`src/common/pipe_bank_pkg.sv`:
```
/*
  shared constants for the dual pipeline register bank: widths, depths,
  load operation codes, select layout, fifo sizing and reset values.
  assumes nothing of its surroundings.
*/
package pipe_bank_pkg;

  localparam int unsigned DATA_W      = 8;
  localparam int unsigned SIDE_DEPTH  = 8;
  localparam int unsigned TOTAL_DEPTH = 16;
  localparam int unsigned SEL_W       = 4;
  localparam int unsigned SEL_SIDE_BIT = 3;

  localparam int unsigned FIFO_DEPTH  = 16;
  localparam int unsigned FIFO_AW     = 4;

  typedef enum logic [1:0] {
    OP_PUSH_BOTH   = 2'h0,
    OP_LOAD_SECOND = 2'h1,
    OP_LOAD_FIRST  = 2'h2,
    OP_FREEZE_ALL  = 2'h3
  } load_op_t;

  localparam logic [DATA_W-1:0]  STAGE_RST = 8'h00;
  localparam logic [FIFO_AW-1:0] PTR_RST   = 4'h0;
  localparam logic [FIFO_AW:0]   CNT_RST   = 5'h00;

endpackage : pipe_bank_pkg

```
`src/design/word_fifo.sv`:
```
/*
  synchronous fifo with valid/ready on both sides, flip-flop storage.
  assumes one clock, a synchronous active-high reset and a clock enable.
*/
`timescale 1ns/1ns
`default_nettype none
module word_fifo #(
  parameter int unsigned WIDTH = 8,
  parameter int unsigned DEPTH = 16,
  parameter int unsigned AW    = 4
) (
  input  wire logic             ref_clk,
  input  wire logic             srst,
  input  wire logic             clk_en,
  input  wire logic             in_valid,
  output logic                  in_ready,
  input  wire logic [WIDTH-1:0] in_data,
  output logic                  out_valid,
  input  wire logic             out_ready,
  output logic      [WIDTH-1:0] out_data
);
  typedef struct packed {
    logic [DEPTH-1:0][WIDTH-1:0] mem;
    logic [AW-1:0]               wr;
    logic [AW-1:0]               rd;
    logic [AW:0]                 cnt;
  } fifo_state_t;

  fifo_state_t s_q;
  fifo_state_t s_d;
  logic        push;
  logic        pop;

  // full is a count equal to the depth, which needs the extra count bit
  assign in_ready  = (s_q.cnt != (AW+1)'(DEPTH));
  assign out_valid = (s_q.cnt != '0);
  assign out_data  = s_q.mem[s_q.rd];
  assign push      = in_valid & in_ready;
  assign pop       = out_valid & out_ready;

  always_comb begin
    s_d = s_q;
    if (push) begin
      s_d.mem[s_q.wr] = in_data;
      s_d.wr          = s_q.wr + AW'(1);
    end
    if (pop) begin
      s_d.rd = s_q.rd + AW'(1);
    end
    s_d.cnt = s_q.cnt + (AW+1)'(push) - (AW+1)'(pop);
  end

  always_ff @(posedge ref_clk) begin
    if (srst) begin
      s_q <= '0;
    end else if (clk_en) begin
      s_q <= s_d;
    end
  end

  a_fifo_no_overrun: assert property (@(posedge ref_clk) disable iff (srst)
    s_q.cnt <= (AW+1)'(DEPTH)) else $error("fifo count above depth");
endmodule : word_fifo
`default_nettype wire

```
`src/design/pipe_bank.sv`:
```
/*
  dual 8-stage pipeline register bank: two sides chained or independent,
  with a three-state read port chosen by a select. input words pass a
  16-word fifo; a load operation only fires when a word is available.
  assumes host logic on ref_clk drives data, op code, select and enable.
*/
// Notes on behaviour
// RULE1 - sixteen 8-bit stages in sides A and B, two 8-deep or one 16-deep pipe
// RULE2 - op 00 loads input into A0 and shifts A on each enabled edge with a fifo word available
// RULE3 - op 00 also moves A7 into B0, shifts B, drops B7
// RULE4 - op 01 loads input into B0, shifts B only, A holds
// RULE5 - op 10 loads input into A0, shifts A only, B holds
// RULE6 - op 11 changes no stage at all
// RULE7 - select 0-7 reads A0-A7, 8-15 reads B0-B7
// RULE8 - select read is independent of the op code, same cycle
// RULE9 - input and output travel on separate 8-bit buses
// RULE10 - low enable drives output; otherwise released, stages unaffected
`timescale 1ns/1ns
`default_nettype none
module pipe_bank
  import pipe_bank_pkg::*;
(
  input  wire logic              ref_clk,
  input  wire logic              srst,
  input  wire logic              clk_en,
  input  wire logic [1:0]        load_op_code,
  input  wire logic              in_valid,
  output logic                   in_ready,
  input  wire logic [DATA_W-1:0] input_bus,
  input  wire logic [SEL_W-1:0]  output_select,
  input  wire logic              output_en_n,
  output logic      [DATA_W-1:0] output_bus,
  output logic                   output_bus_oe
);
  typedef struct packed {
    logic [SIDE_DEPTH-1:0][DATA_W-1:0] side_a;                 // [RULE1]
    logic [SIDE_DEPTH-1:0][DATA_W-1:0] side_b;
    logic [DATA_W-1:0]                 rd_data;
    logic                              rd_oe;
  } bank_state_t;

  bank_state_t       s_q;
  bank_state_t       s_d;
  logic              word_valid;
  logic              word_take;
  logic [DATA_W-1:0] word;
  load_op_t          op;
  logic              op_moves;

  assign op       = load_op_t'(load_op_code);
  assign op_moves = (op != OP_FREEZE_ALL);
  // a word is consumed only by an op that loads it
  assign word_take = word_valid & op_moves;

  word_fifo #(
    .WIDTH(DATA_W),
    .DEPTH(FIFO_DEPTH),
    .AW   (FIFO_AW)
  ) u_in_fifo (
    .ref_clk  (ref_clk),
    .srst     (srst),
    .clk_en   (clk_en),
    .in_valid (in_valid),
    .in_ready (in_ready),
    .in_data  (input_bus),   // [RULE9]
    .out_valid(word_valid),
    .out_ready(word_take),
    .out_data (word)
  );

  always_comb begin
    s_d = s_q;
    if (word_valid) begin
      case (op)
        OP_PUSH_BOTH: begin
          s_d.side_a = {s_q.side_a[SIDE_DEPTH-2:0], word};                       // [RULE2]
          s_d.side_b = {s_q.side_b[SIDE_DEPTH-2:0], s_q.side_a[SIDE_DEPTH-1]};   // [RULE3]
        end
        OP_LOAD_SECOND: begin
          s_d.side_b = {s_q.side_b[SIDE_DEPTH-2:0], word};                       // [RULE4]
        end
        OP_LOAD_FIRST: begin
          s_d.side_a = {s_q.side_a[SIDE_DEPTH-2:0], word};                       // [RULE5]
        end
        OP_FREEZE_ALL: begin
          s_d.side_a = s_q.side_a;                                               // [RULE6]
        end
        default: begin
          s_d.side_a = s_q.side_a;
        end
      endcase
    end
    // read port registered from the next state so it follows this edge's load
    if (output_select[SEL_SIDE_BIT]) begin
      s_d.rd_data = s_d.side_b[output_select[SEL_SIDE_BIT-1:0]];                 // [RULE7] [RULE8]
    end else begin
      s_d.rd_data = s_d.side_a[output_select[SEL_SIDE_BIT-1:0]];                 // [RULE7]
    end
    s_d.rd_oe = ~output_en_n;                                                    // [RULE10]
  end

  always_ff @(posedge ref_clk) begin
    if (srst) begin
      s_q <= '0;
    end else if (clk_en) begin
      s_q <= s_d;
    end
  end

  assign output_bus    = s_q.rd_data;
  assign output_bus_oe = s_q.rd_oe;

  a_push_both_shift: assert property (@(posedge ref_clk) disable iff (srst)
    clk_en && word_valid && op == OP_PUSH_BOTH |=>
      s_q.side_a[0] == $past(word) && s_q.side_b[0] == $past(s_q.side_a[7])
      && s_q.side_a[7] == $past(s_q.side_a[6]))
    else $error("push both did not shift");  // [RULE2] [RULE3]
  a_last_b_dropped: assert property (@(posedge ref_clk) disable iff (srst)
    clk_en && word_valid && op == OP_PUSH_BOTH |=>
      s_q.side_b[7] == $past(s_q.side_b[6]))
    else $error("b side end not shifted");  // [RULE3]
  a_load_b_only: assert property (@(posedge ref_clk) disable iff (srst)
    clk_en && word_valid && op == OP_LOAD_SECOND |=>
      s_q.side_b[0] == $past(word) && $stable(s_q.side_a))
    else $error("load b wrong");  // [RULE4]
  a_load_a_only: assert property (@(posedge ref_clk) disable iff (srst)
    clk_en && word_valid && op == OP_LOAD_FIRST |=>
      s_q.side_a[0] == $past(word) && $stable(s_q.side_b))
    else $error("load a wrong");  // [RULE5]
  a_freeze_holds: assert property (@(posedge ref_clk) disable iff (srst)
    op == OP_FREEZE_ALL |=> $stable(s_q.side_a) && $stable(s_q.side_b))
    else $error("freeze changed a stage");  // [RULE6]
  a_select_reads: assert property (@(posedge ref_clk) disable iff (srst)
    clk_en |=> output_bus == ($past(output_select[3]) ? s_q.side_b[$past(output_select[2:0])]
      : s_q.side_a[$past(output_select[2:0])]))
    else $error("select reads wrong stage");  // [RULE7]
  a_read_while_load: assert property (@(posedge ref_clk) disable iff (srst)
    clk_en && word_valid && op == OP_LOAD_FIRST && output_select == 4'h0 |=>
      output_bus == $past(word))
    else $error("same cycle read missed");  // [RULE8]
  a_enable_drive: assert property (@(posedge ref_clk) disable iff (srst)
    clk_en |=> output_bus_oe == !$past(output_en_n))
    else $error("output enable wrong");  // [RULE10]
endmodule : pipe_bank
`default_nettype wire

```
`config.mk`:
```
export PLATFORM = sky130hd
export DESIGN_NAME = pipe_bank
export DESIGN_NICKNAME = d
export VERILOG_FILES = /design/src/common/pipe_bank_pkg.sv /design/src/design/word_fifo.sv /design/src/design/pipe_bank.sv
export SDC_FILE = /design/constraint.sdc
export NUM_CORES = 1
export LEC_CHECK = 0
export BUFFER_PORTS_ARGS = -buffer_cell sky130_fd_sc_hd__buf_2
export CORE_AREA = 2 2 166 168
export CTS_BUF_LIST = sky130_fd_sc_hd__clkbuf_8
export DETAILED_ROUTE_END_ITERATION = 6
export DIE_AREA = 0 0 168 170
export GPL_TIMING_DRIVEN = 0
export PLACE_DENSITY = 0.68
export REMOVE_ABC_BUFFERS = 1
export SYNTH_ARGS = -nofsm -noshare
export SYNTH_HDL_FRONTEND = slang
export SYNTH_SLANG_ARGS = --single-unit
```
`constraint.sdc`:
```
create_clock -name ref_clk -period 3.3 [get_ports ref_clk]
set_input_delay 0.66 -clock ref_clk [delete_from_list [all_inputs] [get_ports ref_clk]]
set_output_delay 0.66 -clock ref_clk [all_outputs]
set_load 0.1 [all_outputs]
```
After elaboration in Yosys (flattened, before gate mapping). Cells that the tools add are included.

Input port bits: 19. Word-level logic and storage cells: 72. Bits in registers: 278. Output and inout port bits: 10.

Reduce and logical (&&, ||, !) cells: 6. Equality and inequality tests: 4. Muxes and demuxes: 13. Add/subtract/negate cells: 4. Bitwise logic cells: 4. Order comparisons: 4.

Operators with widths (number): $bwmux 128 (1); $mux 128 (1); $pmux 64 s2 (1); $mux 64 (1); $bmux 8 s3 (2); $mux 8 (5); $bmux 8 s4 (1); $demux 8 s4 (1); $lt 4x5->1 const B (2); $add 4x1->4 const B (2); $add 5x1->5 (1); $ne 5x5->1 const B (1); $reduce_bool 5->1 (1); $sub 5x1->5 (1); $ge 4x1->1 const B (1); $lt 3x4->1 const B (1); $reduce_and 2->1 (2); $and 1x1->1 (3); $eq 2x1->1 const B (1); $eq 2x2->1 const B (1); $logic_not 2->1 (1); $ne 2x2->1 const B (1); $reduce_or 2->1 (1); $logic_and 1x1->1 (1); $not 1->1 (1).

Depth between registers and ports, before layout.
Depth in word-level cells: 7. Gate-level depth with buffers: 17. Gate-level depth less buffers: 16.

Hierarchy. A second synthesis with hierarchy kept.

Cells, all modules: 1486. Area, all modules: 13477.9 um^2.

By module, submodules not included: pipe_bank (sequential area each 2742.6 um^2, cells each 894, instances 1, area each 6950.4 um^2); word_fifo (sequential area each 2822.7 um^2, cells each 592, instances 1, area each 6527.5 um^2).

Worst setup path before layout. OpenSTA, ideal clock, no wires.

Path kind: register -> register. Start point: reg u_in_fifo.s_q[3] (netlist name). End point: reg u_in_fifo.s_q[4] (netlist name). Stages on the path, launching flop included: 15. Setup slack: 0.120 ns. Setup time: 0.128 ns. Period minus slack after synthesis: 3.180 ns. Required time: 3.172 ns. Data arrival time: 3.053 ns. Buffers on the path: 0. Cell sequence: dfxtp_1 inv_1 ha_1 nand4_1 and2_1 ha_1 inv_1 fa_1 inv_1 a21oi_1 o21bai_1 xnor2_1 nand2_1 xor2_1 nor2_1.

Cells in the longest elaborated chain, start to end: 4. Elaborated cells between the ends (all ways): 7. Classes of those cells: add/sub: 2; eq/ne: 1; bitwise: 3; reduce/logical: 1.

RTL lines: from (decl) (line word_fifo.sv:29) `fifo_state_t s_q;`; $ne 5x5->1 (line word_fifo.sv:35) `assign in_ready = (s_q.cnt != (AW+1)'(DEPTH));`; via in_ready (line pipe_bank.sv:28) `output logic in_ready,`; $and 1x1->1 (line word_fifo.sv:38) `assign push = in_valid & in_ready;`; $add 5x1->5 (line word_fifo.sv:50) `s_d.cnt = s_q.cnt + (AW+1)'(push) - (AW+1)'(pop);`; $sub 5x1->5 (line word_fifo.sv:50).

The timed path passes the listed nets, and every way through them passes these cells. A chain may end at the register's enable or synchronous reset.

Worst setup path after layout.
Start point: in clk_en. End point: reg u_in_fifo.s_q[97] (netlist name).

Cells in the longest elaborated chain, start to end: 1.

RTL lines: from (decl) (line pipe_bank.sv:25) `input wire logic clk_en,`; $reduce_and 2->1 (no line).

Every way passes these cells.

==> results.json <==
{
  "arrival_ns": 3.61,
  "grt_pass1_wl_um": 54360,
  "gr-total-overflow": 0,
  "critPathKind": "input port to flop",
  "cts_sinks": 278,
  "clk_pin_slew_worst_paths_ns": 0.06,
  "synth_common_cells": "355 x nand2_1, 278 x dfxtp_1, 255 x a21oi_1, 127 x nor2_1, 122 x o21ai_0",
  "worst-path-max-fanout": 34,
  "finalClockSkew_ns": 0.04281,
  "rsz0062_at_grt": "yes",
  "dieArea_um2": 28560,
  "setup_violations": 0,
  "drive_gt1_share_pct": 11.57,
  "final_hold_viol_count": 0,
  "relSlewSlack_pct": 15.04,
  "firstDrtPassIters": 6,
  "antenna_cells": 0,
  "yosysTopAreaCell": "dfxtp_1",
  "ys_ff_latch": 278,
  "synth_top_area_share_pct": 43.64,
  "layoutNonFillerInstCount": 1905,
  "drt-total-wl_um": 33420,
  "drv_slew": 0,
  "hpwl_um": 19640,
  "synth-compound-area-share_pct": 22.53,
  "max_clock_freq_mhz": 318.5,
  "syn_inst": 1576,
  "nets": 1560,
  "synth-adder-area-share_pct": 1.236,
  "end_kind": "flop",
  "initial_core_util_pct": 47.85,
  "hp-class": "input port to flop",
  "p_leak_nw": 4.562,
  "die_y_um": 170,
  "cap_violations": 0,
  "tritoncts": "done",
  "avgRoutedWirePerCell_um": 17.54,
  "synth-xor-area-share_pct": 0.6868,
  "grt_max_degree": 150,
  "period_needed_ns": 3.140,
  "critical_path_required_ns": 3.77,
  "outcome": "finished clean",
  "async_flop_share_pct": 0,
  "rows": 60,
  "design.core.area_um2": 26650,
  "drtIter0Drc": 1103,
  "post-route-period-util_pct": 95.15,
  "cts_buffer_depth": 3,
  "syn_area_um2": 12750,
  "ys_seq_area_share_pct": 43.64,
  "synthDistinctLibCells": 57,
  "ant_nets": 0,
  "post-route-util_pct": 52.39,
  "ys.flop_type": "dfxtp_1",
  "synth_edf_count": 0,
  "fill_cells": 2540,
  "muxShareOfSynthArea_pct": 9.321,
  "antenna_found_initial": 0,
  "dpl.cell_count": 1815,
  "power.density_nw_per_um2": 612.7,
  "setup_slack_ns": 0.1599,
  "track_usage_pct": 23.23,
  "cts_root_buf": "clkbuf_8",
  "drc_errors": 0,
  "syn-mean-instance-area_um2": 8.092,
  "synth.most_common_cell": "nand2_1",
  "die_w_um": 168,
  "h-tree-depth": 2,
  "via_per_inst": 5.851,
  "areaGrowthSynthToFinish_pct": 9.488,
  "ys.warnings.count": 0,
  "synth_top_family_by_area": "compound AO/OA/AOI/OAI gates",
  "io_buffers": 28,
  "gp_congestion": 0.7629,
  "synth_top_cells_by_area": "dfxtp_1 44%, nand2_1 10%, a21oi_1 10%",
  "vias": 11146,
  "numCtsBuffers": 46,
  "worst_pin_slew_ns": 1.274,
  "ir_worst_vdd_uv": 306.7,
  "yosys.area_share.simple_pct": 17.26,
  "grt_pass1_vias": 10317,
  "io_pins": 29,
  "post-place-ws_ns": -0.6616,
  "clock_latency_ns": 0.58,
  "startpoint_type": "input port"
}
cell type report:
| cell class | count | area [um^2] | area share (%) |
|---|---|---|---|
| timing repair buffer | 45 | 420.4 | 3.011 |
| sequential | 278 | 5569 | 39.89 |
| inverter | 10 | 37.54 | 0.2688 |
| tap | 341 | 426.7 | 3.056 |
| clock buffer | 59 | 812.0 | 5.816 |
| multi-input combinational | 1148 | 6591 | 47.21 |
| clock inverter | 24 | 105.1 | 0.7528 |
flip-flops by register name, indices dropped and copies added (netlist names):
register and cells:
output_bus_oe 1, u_in_fifo.s_q 141, output_bus 8, s_q 128
layer usage:
metal / vias up / track usage (%) / share of wire, %
met5: - / 0 / 0
met1: 5352 / 31.00 / 44
met4: 0 / 7.750 / 2.7
met3: 65 / 3.349 / 5.8
met2: 324 / 38.83 / 48
li1: 5405 / - / -
report_power, final:
part	total [mW]	internal [mW]	switching (mW)
Clock	2.98	1.60	1.38
Combinational	2.01	0.701	1.31
Sequential	3.56	3.46	0.104
Total	8.56	5.76	2.80
repair_timing:
item                                    in CTS  in global routing
endpoints found under the setup margin      33                 71
buffers inserted                             1                  5
gates resized for setup                      6                 11
pin swaps                                    0                  2
hold buffers                                 0                  0
through the flow:
stage	cell area, um^2	total power, mW	TNS (ns)	hold WS (ns)
2_1_floorplan	12110	4.842	0	0.4304
3_3_place_gp	12680	5.379	-372.64	0.4456
3_5_place_dp	12900	5.503	-47.62	0.4509
4_1_cts	13860	8.513	0	0.2685
5_1_grt	13960	8.968	-0.1466	0.2848
6_report	13960	8.555	0	0.2842
cell families (layout without fill, tap and decap cells):
logic type	count (synthesis)	in the layout
adders and majority gates	12	12
DFF	278	278
buffers and inverters	150	138
muxes	85	85
AOI/OAI and AO/OA	498	498
and+or+nand+nor	543	543
xor gates and xnor gates	10	10
layout by cell type, fill, tap and decap left out, drive strengths merged, types with 4 or more instances in the layout:
cell type	count
inv	32
or4	4
buf	45
mux2i	49
o21ai	127
a211oi	14
a221o	17
clkbuf	59
dfxtp	278
a22oi	4
o211ai	8
nor2	129
a311oi	6
or2	4
ha	11
mux2	10
nor3	27
and2	4
o221ai	11
o22a	5
a22o	12
nand2b	6
mux4	26
nand2	355
o22ai	20
xnor2	4
a21oi	255
a221oi	4
xor2	6
final timing paths:
| check | start | slack (ns) | endpoint | cells after the start |
|---|---|---|---|---|
| min reg2reg | s_q[66]$_SDFFE_PP0P_ | 0.46 | s_q[66]$_SDFFE_PP0P_ | 2 |
| max reg2reg | u_in_fifo.s_q[2]$_SDFFE_PP0P_ | 0.20 | output_bus[4]$_SDFFE_PP0P_ | 10 |
| max | clk_en | 0.16 | u_in_fifo.s_q[97]$_SDFFE_PP0P_ | 6 |
| min | output_en_n | 0.28 | output_bus_oe$_SDFFE_PP0P_ | 2 |
worst max-delay path, stage by stage:
cell and delay [ns]:
buf_2 0.58, and3_1 0.48, nand2_1 0.72, nor2_1 0.84, nand2_1 0.13, a21oi_1 0.15
No activity file was read; power rests on OpenSTA's default activity.
